### config.mk
export PLATFORM = sky130hd
export DESIGN_NAME = gp_port_block
export DESIGN_NICKNAME = d
export VERILOG_FILES = /design/src/logic/gp_pkg.sv /design/src/logic/gp_port_block.sv
export SDC_FILE = /design/constraint.sdc
export NUM_CORES = 2
export LEC_CHECK = 0
export BUFFER_PORTS_ARGS = -buffer_cell sky130_fd_sc_hd__buf_2
export CORE_UTILIZATION = 45
export DETAILED_ROUTE_END_ITERATION = 12
export GPL_ROUTABILITY_DRIVEN = 1
export PLACE_DENSITY = 0.75
export SYNTH_ARGS = -nofsm -noshare
export SYNTH_HDL_FRONTEND = slang
export SYNTH_SLANG_ARGS = --single-unit
### constraint.sdc
create_clock -name sys_clk -period 4.97 [get_ports sys_clk]
set_clock_uncertainty 0.1 [all_clocks]
set_input_delay 0.2485 -clock sys_clk [delete_from_list [all_inputs] [get_ports sys_clk]]
set_output_delay 0.2485 -clock sys_clk [all_outputs]
set_load 0.01 [all_outputs]
### src/logic/gp_pkg.sv
// Purpose: Constants and types shared by the gpio port block
// Assumes: 32-bit register port, eight pins to a port
// Notes: Register index = port * 8 + register select
package gp_pkg;

    // ========================================
    // Widths
    localparam int GP_DATA_W = 32;
    localparam int GP_PORT_W = 8;
    localparam int GP_PORTS_MAX = 8;
    localparam int GP_REG_SEL_W = 3;
    localparam int GP_PORT_SEL_W = 3;
    localparam int GP_ADDR_W = GP_REG_SEL_W + GP_PORT_SEL_W;
    localparam int GP_MODE_W = 3;
    localparam int GP_SEL_W = 2;

    // ========================================
    // Register selects within a port
    localparam logic [2:0] GP_REG_OUT = 3'h0;
    localparam logic [2:0] GP_REG_PIN = 3'h1;
    localparam logic [2:0] GP_REG_MODE = 3'h2;
    localparam logic [2:0] GP_REG_CFG = 3'h3;
    localparam logic [2:0] GP_REG_MUX = 3'h4;
    localparam logic [2:0] GP_REG_IRQ_EN = 3'h5;
    localparam logic [2:0] GP_REG_IRQ_PEND = 3'h6;

    // ========================================
    // Field positions
    localparam int GP_CFG_IN_EN_LSB = 0;
    localparam int GP_CFG_OUT_EN_LSB = 8;
    localparam int GP_CFG_LVTTL_LSB = 16;
    localparam int GP_CFG_SLOW_LSB = 24;
    localparam int GP_IRQ_RISE_LSB = 0;
    localparam int GP_IRQ_FALL_LSB = 8;

    // ========================================
    // Reset values and present-pin mask
    localparam logic [7:0] GP_OUT_RST = 8'h00;
    localparam logic [23:0] GP_MODE_RST = 24'h000000;
    localparam logic [31:0] GP_CFG_RST = 32'h00000000;
    localparam logic [15:0] GP_MUX_RST = 16'h0000;
    localparam logic [15:0] GP_IRQ_EN_RST = 16'h0000;
    localparam logic [39:0] GP_PIN_PRESENT = 40'h0fffffffff;

    // ========================================
    // Drive modes and output sources
    typedef enum logic [2:0] {
        GP_DM_ANALOG,
        GP_DM_INPUT,
        GP_DM_WEAK_UP,
        GP_DM_WEAK_DN,
        GP_DM_OD_LO,
        GP_DM_OD_HI,
        GP_DM_STRONG,
        GP_DM_WEAK_BOTH
    } gp_mode_e;

    localparam logic [1:0] GP_SEL_REG = 2'h0;
    localparam logic [1:0] GP_SEL_A = 2'h1;
    localparam logic [1:0] GP_SEL_B = 2'h2;
    localparam logic [1:0] GP_SEL_C = 2'h3;

endpackage

### src/logic/gp_port_block.sv
// Purpose: Ports of gpio pins with modes, muxing and pin events
// Assumes: Pins arrive asynchronous, register port on sys_clk
// Notes: All pad controls and request lines come from flops
//
// Contract
// - Eight drive modes per pin
// - Analog mode disables input and output buffers
// - Per-pin CMOS or LVTTL threshold select
// - Independent per-pin input and output enables
// - Selectable slow output slew per pin
// - Ports up to eight pins, some narrower
// - Reset disables every pin buffer
// - Per-pin mux of peripherals or port register
// - Port output register holds driven values
// - Pin-state register returns sampled pin levels
// - Pin events only when interrupt enabled
// - One request per port, five ports
//
// The strobed register port and the address map were left to the implementer.
`timescale 1ns/1ps

module gp_port_block
    import gp_pkg::*;
#(
    parameter int NUM_PORTS = 5,
    parameter logic [39:0] PIN_PRESENT = GP_PIN_PRESENT
) (
    // Clock and reset
    input wire logic sys_clk,
    input wire logic reset,
    // Register port
    input wire logic [GP_ADDR_W-1:0] reg_addr,
    input wire logic [GP_DATA_W-1:0] reg_wdata,
    input wire logic reg_wr,
    input wire logic reg_rd,
    output logic [GP_DATA_W-1:0] reg_rdata,
    // Peripheral sources and sampled pins
    input wire logic [NUM_PORTS*GP_PORT_W-1:0] periph_a_out,
    input wire logic [NUM_PORTS*GP_PORT_W-1:0] periph_b_out,
    input wire logic [NUM_PORTS*GP_PORT_W-1:0] periph_c_out,
    output logic [NUM_PORTS*GP_PORT_W-1:0] periph_in,
    // Pads
    input wire logic [NUM_PORTS*GP_PORT_W-1:0] pad_in,
    output logic [NUM_PORTS*GP_PORT_W-1:0] pad_out,
    output logic [NUM_PORTS*GP_PORT_W-1:0] pad_oe,
    output logic [NUM_PORTS*GP_PORT_W-1:0] pad_pull_up,
    output logic [NUM_PORTS*GP_PORT_W-1:0] pad_pull_dn,
    output logic [NUM_PORTS*GP_PORT_W-1:0] pad_in_en,
    output logic [NUM_PORTS*GP_PORT_W-1:0] pad_lvttl,
    output logic [NUM_PORTS*GP_PORT_W-1:0] pad_slow,
    // Port requests
    output logic [NUM_PORTS-1:0] irq
);

    localparam int NPIN = NUM_PORTS * GP_PORT_W;

    // ========================================
    // Elaboration check
    if (NUM_PORTS < 1 || NUM_PORTS > GP_PORTS_MAX) begin : g_chk
        $error("gp_port_block: NUM_PORTS out of range");
    end
    if (NUM_PORTS * GP_PORT_W > $bits(PIN_PRESENT)) begin : g_chk_pins
        $error("gp_port_block: PIN_PRESENT has fewer bits than pins");
    end
    if (GP_PORT_W * GP_MODE_W > 24) begin : g_chk_mode
        $error("gp_port_block: mode fields overflow their register");
    end
    if (GP_PORT_W * GP_SEL_W > 16) begin : g_chk_mux
        $error("gp_port_block: mux fields overflow their register");
    end

    // ========================================
    // Helpers
    // Returns {oe, out, pull_up, pull_dn}
    function automatic logic [3:0] gp_drive(logic [2:0] mode, logic v);
        logic [3:0] r;
        r = 4'h0;
        case (gp_mode_e'(mode))
            GP_DM_WEAK_UP: r = v ? 4'b0010 : 4'b1000;
            GP_DM_WEAK_DN: r = v ? 4'b1100 : 4'b0001;
            GP_DM_OD_LO: r = v ? 4'b0000 : 4'b1000;
            GP_DM_OD_HI: r = v ? 4'b1100 : 4'b0000;
            GP_DM_STRONG: r = {1'b1, v, 2'b00};
            GP_DM_WEAK_BOTH: r = v ? 4'b0010 : 4'b0001;
            default: r = 4'h0;
        endcase
        return r;
    endfunction

    function automatic logic gp_port_ok(logic [GP_ADDR_W-1:0] a);
        return 32'(a[GP_ADDR_W-1:GP_REG_SEL_W]) < NUM_PORTS;
    endfunction

    // ========================================
    // Decode
    logic [GP_PORT_SEL_W-1:0] port_sel;
    logic [GP_REG_SEL_W-1:0] reg_sel;
    logic acc_ok;
    logic wr_hit;
    logic rd_hit;
    logic pend_wr;

    assign port_sel = reg_addr[GP_ADDR_W-1:GP_REG_SEL_W];
    assign reg_sel = reg_addr[GP_REG_SEL_W-1:0];
    assign acc_ok = gp_port_ok(reg_addr);
    assign wr_hit = reg_wr && acc_ok;
    assign rd_hit = reg_rd && acc_ok;
    assign pend_wr = wr_hit && reg_sel == GP_REG_IRQ_PEND;

    // ========================================
    // Register storage
    logic [7:0] out_q [NUM_PORTS];
    logic [23:0] mode_q [NUM_PORTS];
    logic [31:0] cfg_q [NUM_PORTS];
    logic [15:0] mux_q [NUM_PORTS];
    logic [15:0] irq_en_q [NUM_PORTS];
    logic [7:0] pend_q [NUM_PORTS];

    always_ff @(posedge sys_clk) begin
        if (reset) begin
            for (int p = 0; p < NUM_PORTS; p++) begin
                out_q[p] <= GP_OUT_RST;
                mode_q[p] <= GP_MODE_RST;
                cfg_q[p] <= GP_CFG_RST;
                mux_q[p] <= GP_MUX_RST;
                irq_en_q[p] <= GP_IRQ_EN_RST;
            end
        end else if (wr_hit) begin
            case (reg_sel)
                GP_REG_OUT: begin
                    out_q[port_sel] <= reg_wdata[7:0];
                end
                GP_REG_MODE: begin
                    mode_q[port_sel] <= reg_wdata[23:0];
                end
                GP_REG_CFG: begin
                    cfg_q[port_sel] <= reg_wdata;
                end
                GP_REG_MUX: begin
                    mux_q[port_sel] <= reg_wdata[15:0];
                end
                GP_REG_IRQ_EN: begin
                    irq_en_q[port_sel] <= reg_wdata[15:0];
                end
                default: begin
                end
            endcase
        end
    end

    // ========================================
    // Per-pin view
    logic [NPIN-1:0] out_en_w;
    logic [NPIN-1:0] in_en_w;
    logic [NPIN-1:0] lvttl_w;
    logic [NPIN-1:0] slow_w;
    logic [NPIN-1:0] drv_v;
    logic [NPIN-1:0] rise_en;
    logic [NPIN-1:0] fall_en;
    logic [3:0] drv_w [NPIN];

    for (genvar i = 0; i < NPIN; i++) begin : g_pin
        localparam int P = i / GP_PORT_W;
        localparam int B = i % GP_PORT_W;
        logic [2:0] md;
        logic [1:0] sel;
        assign md = mode_q[P][B*GP_MODE_W +: GP_MODE_W];
        assign sel = mux_q[P][B*GP_SEL_W +: GP_SEL_W];
        assign out_en_w[i] = cfg_q[P][GP_CFG_OUT_EN_LSB+B];
        assign in_en_w[i] = cfg_q[P][GP_CFG_IN_EN_LSB+B]
            && gp_mode_e'(md) != GP_DM_ANALOG
            && PIN_PRESENT[i];
        assign lvttl_w[i] = cfg_q[P][GP_CFG_LVTTL_LSB+B];
        assign slow_w[i] = cfg_q[P][GP_CFG_SLOW_LSB+B];
        assign rise_en[i] = irq_en_q[P][GP_IRQ_RISE_LSB+B];
        assign fall_en[i] = irq_en_q[P][GP_IRQ_FALL_LSB+B];
        always_comb begin
            case (sel)
                GP_SEL_A: drv_v[i] = periph_a_out[i];
                GP_SEL_B: drv_v[i] = periph_b_out[i];
                GP_SEL_C: drv_v[i] = periph_c_out[i];
                default: drv_v[i] = out_q[P][B];
            endcase
        end
        assign drv_w[i] = gp_drive(md, drv_v[i]);
    end

    // ========================================
    // Pad controls
    always_ff @(posedge sys_clk) begin
        if (reset) begin
            pad_out <= '0;
            pad_oe <= '0;
            pad_pull_up <= '0;
            pad_pull_dn <= '0;
            pad_in_en <= '0;
            pad_lvttl <= '0;
            pad_slow <= '0;
        end else begin
            for (int i = 0; i < NPIN; i++) begin
                pad_out[i] <= drv_w[i][2] && PIN_PRESENT[i];
                pad_oe[i] <= drv_w[i][3] && out_en_w[i]
                    && PIN_PRESENT[i];
                pad_pull_up[i] <= drv_w[i][1] && out_en_w[i]
                    && PIN_PRESENT[i];
                pad_pull_dn[i] <= drv_w[i][0] && out_en_w[i]
                    && PIN_PRESENT[i];
                pad_in_en[i] <= in_en_w[i];
                pad_lvttl[i] <= lvttl_w[i] && PIN_PRESENT[i];
                pad_slow[i] <= slow_w[i] && PIN_PRESENT[i];
            end
        end
    end

    // ========================================
    // Pin sampling
    logic [NPIN-1:0] pin_s1_q;
    logic [NPIN-1:0] pin_s2_q;
    logic [NPIN-1:0] state_q;
    logic [NPIN-1:0] state_w;

    always_ff @(posedge sys_clk) begin
        if (reset) begin
            pin_s1_q <= '0;
            pin_s2_q <= '0;
        end else begin
            pin_s1_q <= pad_in;
            pin_s2_q <= pin_s1_q;
        end
    end

    assign state_w = pin_s2_q & in_en_w;

    always_ff @(posedge sys_clk) begin
        if (reset) begin
            state_q <= '0;
            periph_in <= '0;
        end else begin
            state_q <= state_w;
            periph_in <= state_w;
        end
    end

    // ========================================
    // Pin events
    logic [NPIN-1:0] evt_w;

    assign evt_w = ((state_w & ~state_q & rise_en)
        | (~state_w & state_q & fall_en)) & PIN_PRESENT[NPIN-1:0];

    always_ff @(posedge sys_clk) begin
        if (reset) begin
            for (int p = 0; p < NUM_PORTS; p++) begin
                pend_q[p] <= '0;
            end
        end else begin
            for (int p = 0; p < NUM_PORTS; p++) begin
                if (pend_wr && 32'(port_sel) == p) begin
                    pend_q[p] <= (pend_q[p] & ~reg_wdata[7:0])
                        | evt_w[p*GP_PORT_W +: GP_PORT_W];
                end else begin
                    pend_q[p] <= pend_q[p]
                        | evt_w[p*GP_PORT_W +: GP_PORT_W];
                end
            end
        end
    end

    always_ff @(posedge sys_clk) begin
        if (reset) begin
            irq <= '0;
        end else begin
            for (int p = 0; p < NUM_PORTS; p++) begin
                irq[p] <= |pend_q[p];
            end
        end
    end

    // ========================================
    // Read port
    always_ff @(posedge sys_clk) begin
        if (reset) begin
            reg_rdata <= '0;
        end else if (rd_hit) begin
            case (reg_sel)
                GP_REG_OUT: reg_rdata <= {24'h000000, out_q[port_sel]};
                GP_REG_PIN: begin
                    reg_rdata <= {24'h000000,
                        state_q[port_sel*GP_PORT_W +: GP_PORT_W]};
                end
                GP_REG_MODE: reg_rdata <= {8'h00, mode_q[port_sel]};
                GP_REG_CFG: reg_rdata <= cfg_q[port_sel];
                GP_REG_MUX: reg_rdata <= {16'h0000, mux_q[port_sel]};
                GP_REG_IRQ_EN: reg_rdata <= {16'h0000, irq_en_q[port_sel]};
                GP_REG_IRQ_PEND: reg_rdata <= {24'h000000, pend_q[port_sel]};
                default: reg_rdata <= '0;
            endcase
        end else if (reg_rd) begin
            reg_rdata <= '0;
        end
    end

endmodule

* After elaboration in Yosys (flattened, before gate mapping)
Memory sizes are Yosys's and may differ from the RTL's.
Index checks and enable logic that the tools add are counted.
** Storage, ports and cells
- Flip-flop bits (word level) :: 437
- RAM bits :: 520
- Word-level logic and storage cells :: 928
- Memories :: 6
** Cells by class
- Bitwise logic cells :: 34
- Reductions and logical operators :: 201
- $lt $le $gt $ge :: 1
- Multiplexer cells :: 332
- Equal/unequal tests :: 334
- Shifts and indexed selects :: 1
** Memory list
- cfg_q :: words 5, width 32, read ports 6, clocked after memory_dff 0, wr ports 5, RTL line gp_port_block.sv:114 : logic [31:0] cfg_q [NUM_PORTS];
- mode_q :: words 5, width 24, read ports 6, clocked after memory_dff 0, wr ports 5, RTL line gp_port_block.sv:113 : logic [23:0] mode_q [NUM_PORTS];
- irq_en_q :: words 5, width 16, read ports 6, clocked after memory_dff 0, wr ports 5, RTL line gp_port_block.sv:116 : logic [15:0] irq_en_q [NUM_PORTS];
- mux_q :: words 5, width 16, read ports 6, clocked after memory_dff 0, wr ports 5, RTL line gp_port_block.sv:115 : logic [15:0] mux_q [NUM_PORTS];
- out_q :: words 5, width 8, read ports 6, clocked after memory_dff 0, wr ports 5, RTL line gp_port_block.sv:112 : logic [7:0] out_q [NUM_PORTS];
- pend_q :: words 5, width 8, read ports 6, clocked after memory_dff 0, wr ports 5, RTL line gp_port_block.sv:117 : logic [7:0] pend_q [NUM_PORTS];
** Operators with widths (count)
- 4-bit case mux with 6 select lines :: 36
- 4-bit two-way mux :: 144
- 3-bit equality test (second input constant) :: 148
- 3-bit by 2-bit equality test with 1-bit output (second input constant) :: 76
- 32-bit case mux with 7 select lines :: 1
- 1-bit logical AND :: 152
- 36-bit bitwise AND :: 4
- 2-bit equality test (second input constant) :: 72
- 1-bit case mux with 3 select lines :: 36
- 3-bit nonzero test :: 36
- 32-bit two-way mux :: 3
- 8-bit two-way mux :: 11
- 2-bit by 1-bit equality test with 1-bit output (second input constant) :: 36
- 2-bit two-way mux :: 36
- 36-bit NOT :: 2
- 8-bit bitwise OR :: 8
- 1-bit two-way mux :: 57
- 8-bit OR reduction :: 6
- 40-bit by 36-bit bitwise AND with 40-bit output :: 1
- 8-bit bitwise AND :: 5
- 40-bit by 7-bit indexed part select with 8-bit output :: 1
- 36-bit bitwise OR :: 1
- 16-bit two-way mux :: 2
- 16-bit OR reduction :: 2
- 11 further kinds :: 27

* Longest topological paths before layout
An unclocked memory read counts as a cell.
- Depth in word-level cells :: 11
- Gate-level depth with buffers :: 11
- Gate-level depth less buffers :: 6

* Worst setup path after synthesis
OpenSTA, ideal clock, no wires.
- Kind :: input to register
- Start :: in reg_addr[3]
- End :: mem cfg_q[0][0] (enable)
- Data arrival time :: 1.743 ns
- Slack :: 2.752 ns
- Path buffers :: 2
- Cell stages on the path :: 7
- Setup time :: 0.375 ns
- Path through :: buf_6 -> buf_12 -> o21ai_2 -> and3b_2 -> nand2_1 -> nor2_1 -> or2_2
** RTL lines
- start: declaration :: RTL line gp_port_block.sv:32 : input wire logic [GP_ADDR_W-1:0] reg_addr,
- end: declaration :: RTL line gp_port_block.sv:114

* Worst setup path in the final report
- Start :: in reg_addr[5]
- End :: reg reg_rdata[13]
** Between the ends
- Word-level cells in the longest chain between the ends :: 3
** Ends and longest elaborated chain
- memory 5 x 16 bit, or another cell as far along
- 32-bit case mux with 7 select lines / 1-bit logical AND (equally long branches) :: RTL line gp_port_block.sv:285, gp_port_block.sv:107
- 32-bit two-way mux / 2-bit nonzero test (equally long branches)
- end signal: assignment :: RTL line gp_port_block.sv:286 : GP_REG_OUT: reg_rdata <= {24'h000000, out_q[port_sel]};
- end signal: assignment :: RTL line gp_port_block.sv:288 : reg_rdata <= {24'h000000,
- end signal: assignment :: RTL line gp_port_block.sv:291 : GP_REG_MODE: reg_rdata <= {8'h00, mode_q[port_sel]};
- end: declaration :: RTL line gp_port_block.sv:36 : output logic [GP_DATA_W-1:0] reg_rdata,
Several ways; a longest one is shown, not always the timed one.
A chain may end at the register's enable or synchronous reset.

==> flow_summary.yaml <==
logic_synthesis:
  synth_edf_count: 800
  synth_top_area_frac: 0.478
  syn_avg_cell_area_um2: 12.9
  synth_area_leaders: "edfxtp_1, dfxtp_1, and2_1"
  synth_cell_types: 72
  synth_top_flop_cell: "edfxtp_1"
  yosysTopAreaCell: "edfxtp_1"
  ys_warn_count: 0
  async_flop_share: 0
  synth_area_mm2: 0.0502
  ys_ff_latch: 1197
  syn_inst: 3880
  yosysSeqAreaShare: 0.637
place:
  gp_congestion: 0.966
  dp_hpwl_um: 125000
  portBuffers: 510
  dp_slack_ns: 1.63
global_routing:
  overflow: 0
  grt_pass1_wl_um: 250000
  grt_antenna_before_repair: 16
  grt_usage: 0.314
  grt_max_degree: 98
  grt_pass1_vias: 35200
critical_path:
  critPathTopFamily: "buffers and inverters"
  critPathMaxFanout: 43
  required_ns: 5.49
  worstSetupStartpointType: "primary input"
  max_stage_delay_ns: 0.58
  critPathSlowestCell: "dlygate4sd3_1"
  cp.arrival_ns: 3.91
  path_cells: "dlygate4sd3_1 > buf_6 > buf_4 > nor2b_4 > buf_4 > a221oi_1 > nor2_1 > o21ai_0 > o211ai_1 > a221o_1"
  path_class: "in -> reg"
  endpoint_kind: "register"
  crit_top_cell: "buf_4"
  worstPathBufferInverterCount: 4
route:
  highest_layer: "met5"
  wl_met1_um: 63700
  post_drt_wl_per_cell_um: 28.4
  ant_nets: 0
  drcViolationCount: 0
  via_per_inst: 5.85
  num_vias: 37000
  wl_met3_um: 25800
  wl_met2_um: 78300
  drtPass1Iterations: 6
  drt_iter0_drc: 5941
  finalWirelength_um: 180000
clock_network:
  post_cts_buffers: 0
  path_clk_slew_ns: 0.06
  ctsResizeCount: 0
  clock_path_buffers: 3
  cts_tree: "done"
  clk-insertion-delay-late_ns: 0.73
  postCtsHoldBufs: 89
  ctsRootBufferMaster: "clkbuf_16"
  numCtsBuffers: 117
  clock_sinks: 1197
  cts.htree.levels: 3
final_layout:
  nets: 4924
  fillers: 9157
  layout-area-overhead-vs-synth_pct: 19.4
  drive_above_1_share: 0.205
  final_common_cell: "edfxtp_1"
  final_cell_mix: "edfxtp_1, buf_2, and2_1, dfxtp_1, conb_1"
pwr:
  clkPwrFrac: 0.404
  p_seq_frac: 0.507
  p_leak_nw: 23.5
  comb_power_share: 0.089
  switching_power_mw: 5.59
  peakVddDrop_mv: 0.285
  powerDensity_mw_per_mm2: 380
  finalPower_mw: 22.8
  swShare: 0.245
  p_int_mw: 17.2
floorplanning:
  core-area_mm2: 0.111
  start_util: 0.454
  die_w_um: 336
  die_height_um: 336
  die-area_mm2: 0.113
  rows: 122
  ios: 559
sta:
  rsz0062_at_grt: "no"
  final-setup-viol-count: 0
  max_freq_ghz: 0.295
  finalSetupTns_ns: 0
  tightest_slew_ns: 1.17
  slew_violations: 0
  finalCritPeriodShare: 0.682
  period_minus_slack_ns: 3.39
  relSlewSlack: 0.214
  whs_ns: 0.0322
  worst_slack_ns: 1.58
  hold_viol_final: 0
run:
  drv_cap: 0
run_status:
  status: "finished, final reports clean"
min_path:
  holdCritPathClass: "in -> reg"
area by class of cell:
class	instances	area [um^2]	share of cell area
sequential	1197	32000	0.533
multi-input combinational	2703	17900	0.299
timing repair buffer	676	4100	0.0684
clock buffer	171	3480	0.0581
tap	1488	1860	0.0310
clock inverter	51	513	0.00855
inverter	27	103	0.00171
antenna	5	12.5	0.000209
cell usage after synthesis (20+ instances only):
library cell	instances
nand3_1	36
mux4_2	124
and3b_1	24
a21oi_1	119
clkbuf_1	143
o22ai_1	27
or3_1	23
and2_1	499
xnor2_1	43
inv_1	24
edfxtp_1	800
dfxtp_1	397
nand2_1	265
a31oi_1	38
mux2_2	29
o21ai_0	78
buf_4	46
nand2b_1	22
nor3b_1	61
xor2_1	34
nor4b_1	36
nor2b_1	158
or2_2	26
buf_6	20
nor2_1	274
a221oi_1	107
buf_2	50
a22oi_1	39
nor3_1	28
and3_1	34
clkbuf_2	27
mux2i_1	66
per-layer routing:
metal,vias to the layer above,global-route usage
met3,562,0.0914
met5,-,0
met4,10,0.184
met2,2944,0.468
met1,18000,0.407
li1,15500,-
worst reg2reg max path: cells and delay by family (launching register included):
family                    cells  cell delay [ns]
DFF                           1             0.42
xor gates and xnor gates      1             0.08
muxes                         1             0.57
and+or+nand+nor               2             1.03
power by group through the flow:
stage	sequential, mW	clock [mW]	combinational (mW)
finish	11.6	9.20	2.03
global route	11.6	9.56	2.13
CTS	11.6	9.20	1.97
detailed placement	11.8	0	1.89
global placement	11.7	0	1.86
floorplan	11.6	0	1.10
through the flow:
step,area (um^2),std cells,utilization
6_report,60000,6318,0.542
3_3_place_gp,55100,6002,0.498
5_1_grt,60000,6314,0.542
4_1_cts,60000,6313,0.542
2_1_floorplan,51500,4226,-
3_5_place_dp,55100,6002,0.498
logic make-up after synthesis:
kind of cell / share of synthesized area
AO/OA/AOI/OAI: 0.0731
XOR/XNOR: 0.0134
buffers and inverters: 0.0334
flip-flops: 0.637
multiplexers: 0.0766
other: 0.000150
AND/OR/NAND/NOR: 0.167
state kept, by name, summed over array words and instances (netlist names), 40 cells and up:
name / count
cfg_q: 248
out_q: 64
irq_en_q: 128
mode_q: 192
pend_q: 40
mux_q: 128
path summary, 6_finish.rpt:
kind	from	endpoint	slack [ns]	cells past startpoint
worst max-delay path	reg_addr[5]	reg_rdata[13]	1.58	10
worst min-delay path	reg_wdata[0]	mux_q[7][0]	0.03	2
worst max register to register	out_q[1][4]	pad_oe[12]	2.53	4
worst min register to register	pin_s1_q[24]	pin_s2_q[24]	0.34	1
(Power assumes the default switching activity.)
